### config.mk
export PLATFORM = sky130hd
export DESIGN_NAME = rtrc_register_control
export DESIGN_NICKNAME = d
export VERILOG_FILES = /design/src/rtl/rtrc_register_control.v
export VERILOG_INCLUDE_DIRS = /design/src /design/src/rtl
export SDC_FILE = /design/constraint.sdc
export NUM_CORES = 1
export LEC_CHECK = 0
export BUFFER_PORTS_ARGS = -buffer_cell sky130_fd_sc_hd__buf_2
export CAP_MARGIN = 5
export CELL_PAD_IN_SITES_DETAIL_PLACEMENT = 2
export CELL_PAD_IN_SITES_GLOBAL_PLACEMENT = 2
export CORE_MARGIN = 10
export CORE_UTILIZATION = 40
export CTS_CLUSTER_SIZE = 12
export DETAILED_ROUTE_END_ITERATION = 16
export PLACE_DENSITY_LB_ADDON = 0.1
export SLEW_MARGIN = 20
export SYNTH_ARGS = -nofsm -noshare
export SYNTH_HDL_FRONTEND = slang
export SYNTH_SLANG_ARGS = --single-unit
### constraint.sdc
create_clock -name sys_clk -period 15.9 [get_ports sys_clk]
set_input_delay 2.385 -clock sys_clk [delete_from_list [all_inputs] [get_ports sys_clk]]
set_output_delay 2.385 -clock sys_clk [all_outputs]
set_load 0.1 [all_outputs]
### src/rtl/rtrc_defines.vh
// Purpose: constants for the rotary touch register control block
// Assumes: 8-bit registers, pointer indexes 0x00..0x0b
// Notes: definitions only
`ifndef RTRC_DEFINES_VH
`define RTRC_DEFINES_VH

// ****************************************
// register offsets
// ****************************************
`define RTRC_A_QUEUE 4'h0
`define RTRC_A_FAULT 4'h1
`define RTRC_A_STATUS 4'h2
`define RTRC_A_ROTCFG 4'h3
`define RTRC_A_THRESH 4'h4
`define RTRC_A_TICK 4'h5
`define RTRC_A_SCAN 4'h6
`define RTRC_A_CLICK 4'h7
`define RTRC_A_POWER 4'h8
`define RTRC_A_HELD 4'h9
`define RTRC_A_MODE 4'ha
`define RTRC_A_INFO 4'hb

// ****************************************
// reset values
// ****************************************
`define RTRC_R_QUEUE 8'h40
`define RTRC_R_ROTCFG 8'h81
`define RTRC_R_TICK 8'h05
`define RTRC_R_SCAN 8'h01
`define RTRC_R_CLICK 8'h01
`define RTRC_R_MODE 8'h14

// ****************************************
// field positions
// ****************************************
`define RTRC_B_CLICK 7
`define RTRC_B_CAL 4
`define RTRC_B_LOGREL 3
`define RTRC_B_LOGTCH 2
`define RTRC_B_SENSE 0
`define RTRC_ROTCFG_MASK 8'h9d
`define RTRC_B_RUN 1
`define RTRC_B_DUTY 2
`define RTRC_B_RSTN 0
`define RTRC_SCAN_MAX 8'h1f
`define RTRC_TOUCHED_BIT 8'h80

// ****************************************
// timing
// ****************************************
`define RTRC_CLK_MHZ 40
`define RTRC_GLITCH_NS 100
`define RTRC_GLITCH_CYC ((`RTRC_GLITCH_NS * `RTRC_CLK_MHZ) / 1000)

`endif

### src/rtl/rtrc_register_control.v
// Purpose: i2c slave register file and touch interpretation of a rotary touch controller
// Assumes: scl/sda from pins, pad detections from an analog front end on sys_clk
// Notes: sda is open drain, shown as in/out/enable
`timescale 1ns/1ps
`include "rtrc_defines.vh"

// Function
// - active-low software reset aborts transfer, restores registers, waits for start.
// - burst pointer: 1,3..9 increment; 2 and 0x0a wrap; 0 and 0x0b hold.
// - status reports untouched or one of eight pad positions.
// - a touch between two pads reports untouched.
// - several pads over threshold at once report untouched.
// - a significantly stronger pad among simultaneous touches is reported.
// - a later pad touched while first is held is ignored.
// - first released while later held: report release then touch of later.
// - config bit 7 gates click feedback to the sounder.
// - config bit 4 enables auto calibration.
// - config bit 3 logs release events into the queue.
// - config bit 2 logs touch events into the queue.
// - config bit 0 enables touch sensing.
// - scan factor equals stored value plus one.
// - written scan values above 0x1f are forced to 0x1f.
// - first write byte sets the pointer; later bytes written from it.
// - reads start from the stored pointer.
// - in run mode only the mode register accepts writes.
module rtrc_register_control (
  // clock and reset
  input wire sys_clk,
  input wire reset,
  // i2c pins
  input wire scl_in,
  input wire sda_in,
  output wire sda_out,
  output wire sda_oe,
  input wire addr_sel,
  // front end
  input wire [7:0] pad_over,
  input wire [7:0] pad_between,
  input wire [2:0] strong_pad,
  input wire strong_valid,
  // feature outputs
  output reg click_feedback_en,
  output reg auto_calib_en,
  output reg log_release_en,
  output reg log_touch_en,
  output reg sensing_en,
  output reg [5:0] scan_period_factor,
  output reg run_mode,
  output reg stop_bus_active_mode,
  output reg event_valid,
  output reg [7:0] event_data,
  output reg click_pulse,
  output reg [7:0] tick_period,
  output reg [7:0] threshold
);

  localparam S_IDLE = 3'd0;
  localparam S_ADDR = 3'd1;
  localparam S_AACK = 3'd2;
  localparam S_WBYTE = 3'd3;
  localparam S_WACK = 3'd4;
  localparam S_RBYTE = 3'd5;
  localparam S_RACK = 3'd6;

  // ****************************************
  // pin synchronisers
  // ****************************************
  reg scl_m_q, scl_s_q, scl_p_q, sda_m_q, sda_s_q, sda_p_q;
  always @(posedge sys_clk) begin
    scl_m_q <= scl_in;
    scl_s_q <= scl_m_q;
    scl_p_q <= scl_s_q;
    sda_m_q <= sda_in;
    sda_s_q <= sda_m_q;
    sda_p_q <= sda_s_q;
  end
  wire scl_rise = scl_s_q & ~scl_p_q;
  wire scl_fall = ~scl_s_q & scl_p_q;
  wire start_c = scl_s_q & scl_p_q & sda_p_q & ~sda_s_q;
  wire stop_c = scl_s_q & scl_p_q & ~sda_p_q & sda_s_q;

  // ****************************************
  // registers
  // ****************************************
  reg [7:0] rotcfg_q, thresh_q, tick_q, scan_q, click_q, power_q, held_q, mode_q;
  reg [7:0] queue_q, status_q;
  reg [3:0] ptr_q;
  reg [2:0] st_q;
  reg [3:0] bit_q;
  reg [7:0] sh_q;
  reg rw_q, first_q, sda_drv_q;
  reg soft_rst_q;

  function [3:0] next_ptr;
    input [3:0] p;
    begin
      case (p)
        4'h2, 4'ha: next_ptr = 4'h0;
        4'h0, 4'hb: next_ptr = p;
        default: next_ptr = (p > 4'hb) ? p : p + 4'h1;
      endcase
    end
  endfunction

  reg [7:0] rd_mux;
  always @* begin
    case (ptr_q)
      `RTRC_A_QUEUE: rd_mux = queue_q;
      `RTRC_A_FAULT: rd_mux = 8'h00;
      `RTRC_A_STATUS: rd_mux = status_q;
      `RTRC_A_ROTCFG: rd_mux = rotcfg_q & `RTRC_ROTCFG_MASK;
      `RTRC_A_THRESH: rd_mux = thresh_q;
      `RTRC_A_TICK: rd_mux = tick_q;
      `RTRC_A_SCAN: rd_mux = scan_q;
      `RTRC_A_CLICK: rd_mux = click_q;
      `RTRC_A_POWER: rd_mux = power_q;
      `RTRC_A_HELD: rd_mux = held_q;
      `RTRC_A_MODE: rd_mux = mode_q;
      `RTRC_A_INFO: rd_mux = 8'hff;
      default: rd_mux = 8'h00;
    endcase
  end

  wire [6:0] my_addr = {6'h26, addr_sel};
  wire in_run = mode_q[`RTRC_B_RUN];
  wire rst_all = reset | soft_rst_q;

  // ****************************************
  // i2c slave
  // ****************************************
  reg wr_stb;
  reg [7:0] wr_byte;
  always @(posedge sys_clk) begin
    wr_stb <= 1'b0;
    if (rst_all) begin
      st_q <= S_IDLE;
      bit_q <= 4'h0;
      sh_q <= 8'h00;
      rw_q <= 1'b0;
      first_q <= 1'b0;
      sda_drv_q <= 1'b0;
      ptr_q <= 4'h0;
      wr_byte <= 8'h00;
    end else if (start_c) begin
      // any start, repeated or not, reselects the slave
      st_q <= S_ADDR;
      bit_q <= 4'h0;
      sda_drv_q <= 1'b0;
    end else if (stop_c) begin
      st_q <= S_IDLE;
      sda_drv_q <= 1'b0;
    end else begin
      case (st_q)
        S_IDLE: st_q <= S_IDLE;
        S_ADDR, S_WBYTE: begin
          if (scl_rise) begin
            sh_q <= {sh_q[6:0], sda_s_q};
            bit_q <= bit_q + 4'h1;
          end else if (scl_fall && bit_q == 4'h8) begin
            bit_q <= 4'h0;
            if (st_q == S_ADDR) begin
              if (sh_q[7:1] == my_addr) begin
                rw_q <= sh_q[0];
                first_q <= 1'b1;
                sda_drv_q <= 1'b1;
                st_q <= S_AACK;
              end else begin
                st_q <= S_IDLE;
              end
            end else begin
              sda_drv_q <= 1'b1;
              st_q <= S_WACK;
              if (first_q) begin
                ptr_q <= sh_q[3:0];
                first_q <= 1'b0;
              end else begin
                wr_stb <= 1'b1;
                wr_byte <= sh_q;
                ptr_q <= next_ptr(ptr_q);
              end
            end
          end
        end
        S_AACK, S_WACK: begin
          if (scl_fall) begin
            if (st_q == S_AACK && rw_q) begin
              sh_q <= rd_mux;
              sda_drv_q <= ~rd_mux[7];
              bit_q <= 4'h1;
              st_q <= S_RBYTE;
            end else begin
              sda_drv_q <= 1'b0;
              st_q <= S_WBYTE;
            end
          end
        end
        S_RBYTE: begin
          if (scl_fall) begin
            if (bit_q == 4'h8) begin
              sda_drv_q <= 1'b0;
              ptr_q <= next_ptr(ptr_q);
              st_q <= S_RACK;
            end else begin
              sda_drv_q <= ~sh_q[7 - bit_q[2:0]];
              bit_q <= bit_q + 4'h1;
            end
          end
        end
        S_RACK: begin
          if (scl_rise) begin
            st_q <= sda_s_q ? S_IDLE : S_RACK;
          end else if (scl_fall) begin
            sh_q <= rd_mux;
            sda_drv_q <= ~rd_mux[7];
            bit_q <= 4'h1;
            st_q <= S_RBYTE;
          end
        end
        default: st_q <= S_IDLE;
      endcase
    end
  end
  assign sda_out = 1'b0;
  assign sda_oe = sda_drv_q;

  // ****************************************
  // register writes
  // ****************************************
  reg [3:0] wr_ptr_q;
  always @(posedge sys_clk) begin
    if (rst_all) wr_ptr_q <= 4'h0;
    else if (st_q == S_WBYTE && scl_fall && bit_q == 4'h8) wr_ptr_q <= ptr_q;
  end

  always @(posedge sys_clk) begin
    if (rst_all) begin
      rotcfg_q <= `RTRC_R_ROTCFG;
      thresh_q <= 8'h00;
      tick_q <= `RTRC_R_TICK;
      scan_q <= `RTRC_R_SCAN;
      click_q <= `RTRC_R_CLICK;
      power_q <= 8'h00;
      held_q <= 8'h00;
      mode_q <= `RTRC_R_MODE;
      soft_rst_q <= 1'b0;
    end else if (wr_stb) begin
      if (wr_ptr_q == `RTRC_A_MODE) begin
        mode_q <= wr_byte;
        soft_rst_q <= ~wr_byte[`RTRC_B_RSTN];
      end else if (!in_run) begin
        case (wr_ptr_q)
          `RTRC_A_ROTCFG: rotcfg_q <= wr_byte & `RTRC_ROTCFG_MASK;
          `RTRC_A_THRESH: thresh_q <= wr_byte;
          `RTRC_A_TICK: tick_q <= wr_byte;
          `RTRC_A_SCAN: scan_q <= (wr_byte > `RTRC_SCAN_MAX) ? `RTRC_SCAN_MAX : wr_byte;
          `RTRC_A_CLICK: click_q <= wr_byte;
          `RTRC_A_POWER: power_q <= wr_byte;
          `RTRC_A_HELD: held_q <= wr_byte;
          default: thresh_q <= thresh_q;
        endcase
      end
    end
  end

  always @(posedge sys_clk) begin
    if (reset) begin
      click_feedback_en <= 1'b1;
      auto_calib_en <= 1'b0;
      log_release_en <= 1'b0;
      log_touch_en <= 1'b0;
      sensing_en <= 1'b1;
      scan_period_factor <= 6'h02;
      run_mode <= 1'b0;
      stop_bus_active_mode <= 1'b1;
      tick_period <= `RTRC_R_TICK;
      threshold <= 8'h00;
    end else begin
      click_feedback_en <= rotcfg_q[`RTRC_B_CLICK];
      auto_calib_en <= rotcfg_q[`RTRC_B_CAL];
      log_release_en <= rotcfg_q[`RTRC_B_LOGREL];
      log_touch_en <= rotcfg_q[`RTRC_B_LOGTCH];
      sensing_en <= rotcfg_q[`RTRC_B_SENSE];
      scan_period_factor <= {1'b0, scan_q[4:0]} + 6'h01;
      run_mode <= in_run;
      stop_bus_active_mode <= ~in_run & mode_q[`RTRC_B_DUTY];
      tick_period <= tick_q;
      threshold <= thresh_q;
    end
  end

  // ****************************************
  // touch interpretation
  // ****************************************
  // pads between positions count as no touch at all
  wire [7:0] clean = pad_over & ~pad_between;
  reg [3:0] cnt;
  reg [2:0] one_idx;
  integer i;
  always @* begin
    cnt = 4'h0;
    one_idx = 3'd0;
    for (i = 0; i < 8; i = i + 1) begin
      if (clean[i]) begin
        cnt = cnt + 4'h1;
        one_idx = i[2:0];
      end
    end
  end

  reg held_v_q, roll_q;
  reg [2:0] held_p_q;
  reg [7:0] prev_q;
  wire sense_on = rotcfg_q[`RTRC_B_SENSE];
  wire [7:0] live = sense_on ? clean : 8'h00;
  wire [7:0] newly = live & ~prev_q;
  wire held_still = live[held_p_q];

  always @(posedge sys_clk) begin
    event_valid <= 1'b0;
    click_pulse <= 1'b0;
    if (rst_all) begin
      held_v_q <= 1'b0;
      roll_q <= 1'b0;
      held_p_q <= 3'd0;
      prev_q <= 8'h00;
      status_q <= 8'h00;
      queue_q <= `RTRC_R_QUEUE;
      event_data <= 8'h00;
    end else begin
      prev_q <= live;
      roll_q <= 1'b0;
      // handover touch goes one cycle after the release event
      if (roll_q && rotcfg_q[`RTRC_B_LOGTCH]) begin
        event_valid <= 1'b1;
        event_data <= `RTRC_TOUCHED_BIT | {5'h00, held_p_q};
        queue_q <= `RTRC_TOUCHED_BIT | {5'h00, held_p_q};
        click_pulse <= rotcfg_q[`RTRC_B_CLICK];
      end
      if (held_v_q) begin
        if (!held_still) begin
          // held pad released: ownership passes to another still-held pad if one remains, else the touch ends
          if (rotcfg_q[`RTRC_B_LOGREL]) begin
            event_valid <= 1'b1;
            event_data <= {5'h00, held_p_q};
            queue_q <= {5'h00, held_p_q};
          end
          if (cnt != 4'h0 && (prev_q & live) != 8'h00) begin
            held_p_q <= one_idx;
            roll_q <= 1'b1;
            status_q <= `RTRC_TOUCHED_BIT | {5'h00, one_idx};
          end else begin
            held_v_q <= 1'b0;
            status_q <= 8'h00;
          end
        end
        // second pad while held is simply ignored
      end else if (newly != 8'h00) begin
        if (cnt == 4'h1 || (cnt > 4'h1 && strong_valid && live[strong_pad])) begin
          held_v_q <= 1'b1;
          held_p_q <= (cnt == 4'h1) ? one_idx : strong_pad;
          status_q <= `RTRC_TOUCHED_BIT | {5'h00, (cnt == 4'h1) ? one_idx : strong_pad};
          click_pulse <= rotcfg_q[`RTRC_B_CLICK];
          if (rotcfg_q[`RTRC_B_LOGTCH]) begin
            event_valid <= 1'b1;
            event_data <= `RTRC_TOUCHED_BIT | {5'h00, (cnt == 4'h1) ? one_idx : strong_pad};
            queue_q <= `RTRC_TOUCHED_BIT | {5'h00, (cnt == 4'h1) ? one_idx : strong_pad};
          end
        end
      end
    end
  end

endmodule

==> summary.md, run 1 <==
| Metric | Value |
|---|---|
| Outcome | finished clean |
| NumNets Final | 1007 |
| Clk buf depth | 2 |
| CP most frequent cell | ha_1 |
| Area grow syn2layout | 13.9% |
| Cell-internal power | 0.000754 W |
| Fin. Hold Viols | 0 |
| Cells after Synth | 931 |
| R2R cell count | 7 |
| CP Data Arrival Time | 8.40 ns |
| R2R Path End | wr_byte[1]$_SDFFE_PP0P_ |
| Post-cts sizing count | 0 |
| Synth unique cells | 76 |
| Grt ovf | 0 |
| WL final | 27700 µm |
| Post-synth top flop | dfxtp_1 |
| Crit end category | register |
| Maximum VDD drop | 73.3 µV |
| TritonCTS Buffers | 17 |
| First-pass GRT wire length | 44900 µm |
| Hold path depth | 0 |
| DR iter-0 viols | 471 |
| Layout cells sized above 1 | 13.0% |
| Antenna Nets Post-Route | 0 |
| Hold_ws | 0.334 ns |
| DP Cell Count | 1213 |
| FF+latch count, synth | 167 |
| Vias in the first global route | 7969 |
| Sw frac | 26.7% |
| Post-synth EDFFs | 0 |
| Vias/cell | 5.81 |
| Ports | 66 |
| Syn nets | 976 |
| Seq pwr share | 43.1% |
| Detailed Place HPWL | 19400 µm |
| 1st-pass router iterations | 5 |
| Pwr per Cell Area | 111 mW/mm² |
| Port Buffers | 64 |
| R2r startpoint | st_q[0]$_SDFFE_PP0P_ |
| Die X | 163 µm |
| CTS tree | built |
| Root Buffer | clkbuf_16 |
| Crit Path Category | input pin to register |
| Critical-path maximum fanout | 12 |
| Fin crit period | 8.09 ns |
| Commonest cells after routing, fill and taps aside | dfxtp_1 (167), nor2_1 (134), nand2_1 (89) |
| Postcts setup bufs | 0 |
| Core area | 0.0201 mm² |
| Die area | 0.0264 mm² |
| Avg Inst Size Synth | 8.73 µm² |
| Slowest cell on crit path | mux2i_2 |
| Synth Warn # | 0 |
| GRT Overall Usage | 21.1% |
| Flop-to-flop setup slack | 12.78 ns |
| Vert. Die Dim | 163 µm |
| Row count | 52 |
| H-tree level count | 4 |
| Clock transition at path regs | 0.08 ns |
| DR WL/cell | 22.3 µm |
| Fin cells | 1245 |
| Slowest stage delay, CP | 0.52 ns |
| Crit path from | pad_between[1] |
| Slew Limit Fails | 0 |
| CP endpoint | queue_q[6]$_SDFF_PP1_ |
| Startpoint Class | input pin |
| Post-route setup TNS | 0 ns |
| Comb power frac | 11.1% |
| Initial Util | 40.4% |
| Worst EP required | 16.21 ns |
| Setup slack after layout | 7.81 ns |
| Actual slew at the worst max-slew pin | 1.02 ns |
| Async S/R FF share, synth | 0% |
| Sequential element share of the synthesized area | 41.1% |
| Max-cap viol count | 0 |
| Synthesized area | 0.00813 mm² |
| Switching power | 0.000275 W |
| Setup WS pre-CTS | 7.42 ns |
| Routed vias | 7229 |
| Clock Power Share | 45.8% |
| Leak | 3.93 nW |
| Worst min path class | register to register |
| RSZ-0062 raised after global routing | no |
| Most common cell after layout, fill and taps aside | dfxtp_1 |
| Clk_lat worst skew | 0.44 ns |
| Routability Congestion | 0.868 |
| Max Clock Freq | 124 MHz |
| Setup violations, final | 0 |
| DRC Markers | 0 |
| Initial antenna violation count | 0 |
| Worst relative slew slack | 31.6% |
| Layout Skew | 0.0148 ns |
| Fin crit share | 50.9% |
| Post-CTS Hold Fix Bufs | 0 |
| Clock tree sinks | 167 |
| Largest net degree at the start of global routing | 84 |
-- per-stage QoR --
step	util, %	total power, W	cell area (µm²)
4_1_cts	46.1	0.00103	9260
3_5_place_dp	42.8	0.000566	8600
5_1_grt	46.1	0.00107	9260
3_3_place_gp	42.8	0.000557	8600
2_1_floorplan	-	0.000532	8130
6_report	46.1	0.00103	9260
-- power groups by stage --
stage	Sequential (W)	Combinational, W	Clock, W
final	0.000443	0.000114	0.000471
after global routing	0.000445	0.000127	0.000496
after CTS	0.000443	0.000114	0.000477
after detailed placement	0.000453	0.000113	0
after global placement	0.000452	0.000105	0
after floorplan	0.000448	0.0000842	0
-- area by class of cell --
| class | instances | area [µm²] |
|---|---|---|
| Antenna cell | 1 | 2.50 |
| Clock buffer | 17 | 425 |
| Clock inverter | 14 | 235 |
| Fill cell | 2183 | 10800 |
| Inverter | 30 | 113 |
| Multi-Input combinational cell | 676 | 4440 |
| Sequential cell | 167 | 3340 |
| Tap cell | 270 | 338 |
| Timing Repair Buffer | 70 | 365 |
-- worst min-delay path by stage --
stage | startpoint | to
after floorplan | scl_m_q$_DFF_P_ | scl_s_q$_DFF_P_
after global placement | scl_m_q$_DFF_P_ | scl_s_q$_DFF_P_
after detailed placement | sda_m_q$_DFF_P_ | sda_s_q$_DFF_P_
after CTS | sda_m_q$_DFF_P_ | sda_s_q$_DFF_P_
after global routing | sda_m_q$_DFF_P_ | sda_s_q$_DFF_P_
final | sda_m_q$_DFF_P_ | sda_s_q$_DFF_P_
-- critical path: cells and delay by family --
kind	cells	cell delay (ns)
AO/OA/AOI/OAI	5	1.08
XOR/XNOR	3	0.64
adder cells (fa/ha/maj)	6	1.81
buffers and inverters	3	0.32
multiplexers	2	0.65
AND/OR/NAND/NOR	8	1.49
-- cell families after synthesis --
logic type / Yosys count / synth area share (%)
xor+xnor: 17 / 2.45
mux: 87 / 11.7
compound gates: 193 / 16.4
buf+inv: 88 / 4.32
fa+ha+maj: 20 / 3.08
simple gates: 358 / 20.9
other cells: 1 / 0.0461
flops: 167 / 41.1
-- routing by layer --
metal,vias up,share of wire (%),GRT usage [%]
met5,-,0,0
met4,0,2.1,6.97
met3,45,4.0,3.56
met2,174,50,36.6
met1,3653,44,26.1
li1,3357,-,-
-- synth_stat cells, types with 4 or more instances --
cell type  count  share of area, %
nand3_1       13              0.80
nand4_1        5              0.38
ha_1          20               3.1
or2_2          8              0.62
a31oi_1        4              0.31
and2_1         6              0.46
a222oi_1      14               1.7
a221o_1        5              0.62
and3_1        16               1.2
a221oi_1       7              0.75
buf_1          6              0.28
nor3_1        14              0.86
nand2_1       89               4.1
mux2i_1       80               9.8
xnor2_1        8              0.86
a32oi_1        4              0.43
a21o_1         4              0.37
a22o_1         4              0.43
nand2b_1      17               1.3
nor3b_1        6              0.55
o221ai_1       9              0.97
o22ai_1        6              0.46
o21ai_0       30               1.8
a211oi_1       8              0.74
inv_1         30               1.4
nor2b_1       27               2.1
a22oi_1       11               1.0
mux4_2         6               1.7
dfxtp_1      167                41
clkbuf_1      46               2.1
xor2_1         5              0.54
a21oi_1       55               3.4
nor2_1       135               6.2
or3_1          4              0.31
-- state kept, by name, summed over array words and instances, names as in the netlist, 4 cells and up --
name and flops:
bit_q 4, click_q 8, event_data 8, held_q 8
mode_q 8, power_q 8, prev_q 8, ptr_q 4
queue_q 8, rotcfg_q 5, scan_period_factor 6, scan_q 8
sh_q 8, status_q 4, thresh_q 8, threshold 8
tick_period 8, tick_q 8, wr_byte 8, wr_ptr_q 4
Note: power is estimated with default switching activity, not from simulation.
==> inputs of run 2 (changes only) <==
Settings changed: ABC_AREA set to 1, CORE_UTILIZATION 40 to 34.
Clock period 15.9 ns to 8.4 ns, I/O delays scaled along.
==> run 2 against run 1 <==
Die area rose by 13%. Non-clock buffer count shrank 2. Clock power grew 70%. Hold slack got worse by 0.0038 ns. Global-route usage fell by 2.0 points. Largest power group is now sequential cells. Highest routed layer unchanged.
==> summary.md, run 2 <==
| Metric | Value |
|---|---|
| Post-synth EDFFs | 0 (unchanged) |
| Worst Path Buf+Inv | 5 (was 3) |
| First-pass GRT wire length | 46900 µm (was 44900 µm) |
| Yosys top cell by area | dfxtp_1 (unchanged) |
| Xor/xnor cell area share of the yosys netlist | 0.535% (was 2.45%) |
| Setup violations, final | 0 (unchanged) |
| Cells after Synth | 1110 (was 931) |
| Flop-to-flop setup slack | 5.53 ns (was 12.78 ns) |
| Ports | 66 (unchanged) |
| Antenna Nets Post-Route | 0 (unchanged) |
| FF+latch count, synth | 167 (unchanged) |
| Wire length on met3 | 1040 µm (was 1110 µm) |
| Synthesized area | 0.00795 mm² (was 0.00813 mm²) |
| Grt ovf | 0 (unchanged) |
| Vert. Die Dim | 173 µm (was 163 µm) |
| DR iter-0 viols | 492 (was 471) |
| Slew Limit Fails | 0 (unchanged) |
| CP Data Arrival Time | 5.93 ns (was 8.40 ns) |
| Vias/cell | 5.23 (was 5.81) |
| DRC Markers | 0 (unchanged) |
| Outcome | finished clean (unchanged) |
| Setup WS pre-CTS | 2.31 ns (was 7.42 ns) |
| Layout Skew | 0.0201 ns (was 0.0148 ns) |
| Area grow syn2layout | 15.9% (was 13.9%) |
| Wire length on met1 | 14100 µm (was 12300 µm) |
| Tot Pwr | 0.00182 W (was 0.00103 W) |
| WL final | 28600 µm (was 27700 µm) |
| Routed wl met2 | 13200 µm (was 13700 µm) |
| Area of the multi-input gates | 0.00393 mm² (was 0.00444 mm²) |
| Critical-path maximum fanout | 7 (was 12) |
| Async S/R FF share, synth | 0% (unchanged) |
| Top cells by area, synth | dfxtp_1 (42%), nand2_1 (9.3%), inv_1 (7.0%) (was dfxtp_1 (41%), mux2i_1 (9.8%), nor2_1 (6.2%)) |
| Initial antenna violation count | 2 (was 0) |
| CTS tree | built (unchanged) |
| DR WL/cell | 19.1 µm (was 22.3 µm) |
| Fin crit period | 5.63 ns |
| R2R Path End | sda_oe$_SDFFE_PP0P_ (was wr_byte[1]$_SDFFE_PP0P_) |
| Synth unique cells | 45 (was 76) |
| Die X | 173 µm (was 163 µm) |
| Largest net degree at the start of global routing | 82 (was 84) |
| Die area | 0.0299 mm² (was 0.0264 mm²) |
| Max Clock Freq | 178 MHz |
| Leak | 3.99 nW (was 3.93 nW) |
| H-tree level count | 4 (unchanged) |
| Count leader, synth | nand2_1 (was dfxtp_1) |
| GRT Overall Usage | 19.2% (was 21.1%) |
| Uppermost layer routed | met4 (unchanged) |
| Post-synth top cells | nand2_1 (196), dfxtp_1 (167), inv_1 (149) (was dfxtp_1 (167), nor2_1 (135), nand2_1 (89)) |
| Worst min path class | register to register (unchanged) |
| Pwr per Cell Area | 197 mW/mm² (was 111 mW/mm²) |
| Slowest cell on crit path | ha_1 (was mux2i_2) |
| Yosys top cell area share | 42.0% (was 41.1%) |
| RSZ-0062 raised after global routing | no (unchanged) |
| Row count | 55 (was 52) |
| Synth Area in Adders | 3.15% (was 3.08%) |
| Maximum VDD drop | 120 µV (was 73.3 µV) |
| Most common cell after layout, fill and taps aside | nand2_1 (was dfxtp_1) |
| Slowest stage delay, CP | 0.32 ns (was 0.52 ns) |
| CP Depth | 31 (was 27) |
| Synth Area in Simple Gates | 24.2% (was 20.9%) |
| Clk_lat worst skew | 0.44 ns (about the same) |
| Clock transition at path regs | 0.07 ns (was 0.08 ns) |
| Max-cap viol count | 0 (unchanged) |
| Crit end category | register (unchanged) |
| 1st-pass router iterations | 8 (was 5) |
| Initial Util | 34.8% (was 40.4%) |
| Family with the most delay on the worst path | simple AND/OR/NAND/NOR gates (was adder cells) |
| R2R cell count | 9 (was 7) |
| Post-CTS Hold Fix Bufs | 0 (unchanged) |
| Post-cts sizing count | 0 (unchanged) |
| Fill cells | 2785 (was 2183) |
| Routed vias | 7830 (was 7229) |
| Worst EP required | 8.69 ns (was 16.21 ns) |
| TritonCTS Buffers | 17 (unchanged) |
| Avg Inst Size Synth | 7.16 µm² (was 8.73 µm²) |
| Routability Congestion | 0.850 (was 0.868) |
| Detailed Place HPWL | 21500 µm (was 19400 µm) |
| FF+latch area | 0.00334 mm² (unchanged) |
| Clk buf depth | 2 (unchanged) |
| Core area | 0.0228 mm² (was 0.0201 mm²) |
| Setup slack after layout | 2.77 ns (was 7.81 ns) |
| Sequential element share of the synthesized area | 42.0% (was 41.1%) |
| CP endpoint | queue_q[2]$_SDFF_PP0_ (was queue_q[6]$_SDFF_PP1_) |
| Startpoint Class | input pin (unchanged) |
| Post-synthesis mux area share | 0% (was 11.7%) |
| Vias in the first global route | 8360 (was 7969) |
| Largest family of logic cells by synthesized area | simple AND/OR/NAND/NOR gates (unchanged) |
| Synth Warn # | 0 (unchanged) |
| Port Buffers | 64 (unchanged) |
| Commonest cells after routing, fill and taps aside | nand2_1 (196), dfxtp_1 (167), inv_1 (149) (was dfxtp_1 (167), nor2_1 (134), nand2_1 (89)) |
| Fin. Hold Viols | 0 (unchanged) |
| CP most frequent cell | nand2_1 (was ha_1) |
| Postcts setup bufs | 0 (unchanged) |
| R2r startpoint | ptr_q[1]$_SDFFE_PP0P_ (was st_q[0]$_SDFFE_PP0P_) |
| NumNets Final | 1214 (was 1007) |
| Post-route setup TNS | 0 ns (unchanged) |
| Compound-Gate Fraction of Synth Area | 21.1% (was 16.4%) |
| Root Buffer | clkbuf_16 (unchanged) |
| Post-synth top flop | dfxtp_1 (unchanged) |
| Actual slew at the worst max-slew pin | 0.809 ns (was 1.02 ns) |
| Syn nets | 1155 (was 976) |
| Crit Path Category | input pin to register (unchanged) |
| Layout cells sized above 1 | 12.5% (was 13.0%) |
| Worst relative slew slack | 44.7% (was 31.6%) |
| Clock tree sinks | 167 (unchanged) |
| Crit path from | pad_between[1] (unchanged) |
| Fin crit share | 67.0% |
[run 2: changes by cell type in the layout (fill, tap and decap cells not counted), moves of 14 or more]
cell,change
nand3_1,+30
and3_1,-16
mux2i_1,-80
inv_1,+119
nand2b_1,-17
nand2_2,+14
nand2_1,+107
a21oi_1,+39
nor2b_1,-27
a222oi_1,-14
o21ai_0,+80
[run 2: how the worst min path moves through the flow]
stage / start / slack (ns) / cells past startpoint / end
floorplan: scl_m_q$_DFF_P_ / 0.31 / 0 / scl_s_q$_DFF_P_
global placement: scl_m_q$_DFF_P_ / 0.31 / 0 / scl_s_q$_DFF_P_
global route: sda_m_q$_DFF_P_ / 0.34 / 0 / sda_s_q$_DFF_P_
CTS: sda_m_q$_DFF_P_ / 0.33 / 0 / sda_s_q$_DFF_P_
finish: sda_m_q$_DFF_P_ / 0.33 / 0 / sda_s_q$_DFF_P_
detailed placement: sda_m_q$_DFF_P_ / 0.32 / 0 / sda_s_q$_DFF_P_
[run 2: power breakdown]
part / switching (W) / leakage (nW) / internal, W
Clock: 0.000370 / 0.282 / 0.000431
Sequential: 0.0000149 / 1.35 / 0.000806
Combinational: 0.000138 / 2.36 / 0.0000569
Total: 0.000523 / 3.99 / 0.00129
[run 2: stage by stage]
stage	hold slack, ns	cell area, µm²	util, %	cells
after floorplan	0.310	7950	-	1110
after global placement	0.313	8610	37.7	1463
after detailed placement	0.316	8610	37.7	1463
after CTS	0.335	9200	40.3	1495
after global routing	0.336	9210	40.3	1495
final	0.330	9220	40.3	1496
[run 2: cells by family after synthesis]
family | count (synthesis)
and+or+nand+nor | 439
AOI/OAI and AO/OA | 291
buffers and inverters | 188
DFF | 167
adders and majority gates | 20
xor gates and xnor gates | 4
other | 1
[run 2: final cells by class]
class / count / share of cell area [%]
flip-flops and latches: 167 / 36.3
well taps: 313 / 4.25
inverters: 160 / 6.52
diodes: 1 / 0.0272
clock buffers: 18 / 4.77
clock inverters: 14 / 1.72
repair buffers: 68 / 3.80
multi-input cells: 755 / 42.6
[run 2: routing by layer]
metal,vias to the layer above,GRT usage [%]
li1,3811,-
met1,3892,26.3
met2,109,30.6
met3,18,3.59
met4,0,4.10
met5,-,0
==> inputs of run 3 (changes only) <==
Clock period 8.4 ns to 5.51 ns, I/O delays scaled along.
==> run 3 against run 2 <==
Total power increased by 53%. Global-route usage decreased by 0.28 points. Die area unchanged. Utilization increased by 0.32 points. Hold slack improved by 0.0012 ns. Via count increased by 0.45%. Critical path type unchanged. Critical endpoint is now held_p_q[2]$_SDFFE_PP0P_. Largest cell class unchanged.
==> summary.md, run 3 (same netlist as run 2, synthesis figures left out) <==
| Metric | Value |
|---|---|
| Outcome | finished clean (unchanged) |
| Post-CTS Hold Fix Bufs | 0 (unchanged) |
| Die area | 0.0299 mm² (unchanged) |
| Slowest cell on crit path | or2_2 (was ha_1) |
| Layout cells sized above 1 | 13.2% (was 12.5%) |
| ANT cells | 0 (was 1) |
| Leak | 4.03 nW (was 3.99 nW) |
| Clock tree sinks | 167 (unchanged) |
| WL final | 28600 µm (about the same) |
| Max Clock Freq | 196 MHz |
| Actual slew at the worst max-slew pin | 0.975 ns (was 0.809 ns) |
| DR iter-0 viols | 394 (was 492) |
| Clock transition at path regs | 0.08 ns (was 0.07 ns) |
| Slew Limit Fails | 0 (unchanged) |
| Hold endpoint | sda_s_q$_DFF_P_ (unchanged) |
| CTS tree | built (unchanged) |
| Fill cells | 2760 (was 2785) |
| Grt ovf | 0 (unchanged) |
| H-tree level count | 4 (unchanged) |
| Fin. Hold Viols | 0 (unchanged) |
| Pwr per Cell Area | 300 mW/mm² (was 197 mW/mm²) |
| GRT Overall Usage | 18.9% (was 19.2%) |
| Met3 usage | 3.51% (was 3.59%) |
| DRC Markers | 0 (unchanged) |
| Postcts setup bufs | 0 (unchanged) |
| Worst EP required | 5.79 ns (was 8.69 ns) |
| DR WL/cell | 19.1 µm (about the same) |
| Critical-path maximum fanout | 5 (was 7) |
| GRT busiest layer | met2 (unchanged) |
| Flop-to-flop setup slack | 2.76 ns (was 5.53 ns) |
| Worst min path class | register to register (unchanged) |
| Area grow syn2layout | 16.8% (was 15.9%) |
| Initial Util | 34.8% (unchanged) |
| CP most frequent cell | nand2_1 (unchanged) |
| Most common cell after layout, fill and taps aside | nand2_1 (unchanged) |
| Detailed Place HPWL | 21500 µm (about the same) |
| Vias/cell | 5.25 (was 5.23) |
| Vias in the first global route | 8412 (was 8360) |
| Vert. Die Dim | 173 µm (unchanged) |
| Worst Min Path Start | sda_m_q$_DFF_P_ (unchanged) |
| R2r startpoint | ptr_q[1]$_SDFFE_PP0P_ (unchanged) |
| Port Buffers | 64 (unchanged) |
| Initial antenna violation count | 1 (was 2) |
| Clk_lat worst skew | 0.44 ns (about the same) |
| Hold_ws | 0.331 ns (was 0.330 ns) |
| Crit end category | register (unchanged) |
| R2R Path End | sda_oe$_SDFFE_PP0P_ (unchanged) |
| Die X | 173 µm (unchanged) |
| R2R cell count | 9 (unchanged) |
| Setup violations, final | 0 (unchanged) |
| Hold path depth | 0 (unchanged) |
| Fin cells | 1497 (was 1496) |
| Finished Cell Area | 0.00929 mm² (was 0.00922 mm²) |
| Core area | 0.0228 mm² (unchanged) |
| First-pass GRT wire length | 46100 µm (was 46900 µm) |
| Commonest cells after routing, fill and taps aside | nand2_1 (192), dfxtp_1 (167), inv_1 (149) (was nand2_1 (196), dfxtp_1 (167), inv_1 (149)) |
| Clk buf depth | 2 (unchanged) |
| Crit Path Category | input pin to register (unchanged) |
| Routability Congestion | 0.876 (was 0.850) |
| Maximum VDD drop | 165 µV (was 120 µV) |
| CP Data Arrival Time | 5.37 ns (was 5.93 ns) |
| Placed Area | 0.00863 mm² (was 0.00861 mm²) |
| Final core occ | 40.7% (was 40.3%) |
| Row count | 55 (unchanged) |
| Fin crit period | 5.09 ns |
| Ports | 66 (unchanged) |
| TritonCTS Buffers | 17 (unchanged) |
| Worst relative slew slack | 34.8% (was 44.7%) |
| DP Cell Count | 1465 (was 1463) |
| Routed vias | 7865 (was 7830) |
| Startpoint Class | input pin (unchanged) |
| NumNets Final | 1216 (was 1214) |
| Grt met2 use | 31.1% (was 30.6%) |
| GRT met1 Usage | 25.2% (was 26.3%) |
| Fin crit share | 92.5% |
| Max-cap viol count | 0 (unchanged) |
| Largest net degree at the start of global routing | 48 (was 82) |
| Antenna Nets Post-Route | 0 (unchanged) |
| Root Buffer | clkbuf_16 (unchanged) |
| Tot Pwr | 0.00279 W (was 0.00182 W) |
| Layout Skew | 0.0206 ns (was 0.0201 ns) |
| 1st-pass router iterations | 5 (was 8) |
| Slowest stage delay, CP | 0.32 ns (about the same) |
-- run 3: stage by stage --
step	worst slack (ns)	TNS (ns)
finish	0.416	0
CTS	0.326	0
global placement	0.0972	0
floorplan	0.509	0
detailed placement	-0.117	-1.62
global route	-0.0131	-0.0247
-- run 3: per-layer routing --
layer / up-vias / routed length (µm)
li1: 3829 / -
met1: 3908 / 14000
met2: 107 / 13500
met3: 21 / 893
met4: 0 / 265
met5: - / 0
-- run 3: cell type report --
cell class	instances	area (µm²)	area share (%)
clock inverter	15	180	1.94
timing repair buffer	70	365	3.93
inverter	160	603	6.49
multi-input combinational	755	3980	42.8
tap	313	392	4.22
clock buffer	17	425	4.58
sequential	167	3340	36.0
-- run 3: power by group --
group	switching, W	internal (W)
Combinational	0.000215	0.0000927
Sequential	0.0000219	0.00123
Clock	0.000578	0.000652
Total	0.000815	0.00197
-- run 3: worst max-delay path: cells and delay by family --
kind | cells | cell delay [ns]
AND/OR/NAND/NOR | 18 | 2.24
adder cells (fa/ha/maj) | 6 | 1.67
AO/OA/AOI/OAI | 2 | 0.31
buffers and inverters | 5 | 0.29
-- run 3: worst max-delay path by stage --
stage               cells after the start            from                  endpoint
global route                           34  pad_between[1]     queue_q[6]$_SDFF_PP1_
CTS                                    34  pad_between[1]  event_data[2]$_SDFF_PP0_
finish                                 31  pad_between[1]  held_p_q[2]$_SDFFE_PP0P_
global placement                       31  pad_between[1]  held_p_q[0]$_SDFFE_PP0P_
detailed placement                     34  pad_between[1]  event_data[2]$_SDFF_PP0_
floorplan                              30  pad_between[0]  held_p_q[0]$_SDFFE_PP0P_
-- run 3: repair_timing --
| item | CTS | global route |
|---|---|---|
| hold endpoints to repair | 0 | 0 |
| gates resized for setup | 0 | 11 |
| setup endpoints to repair | 0 | 21 |
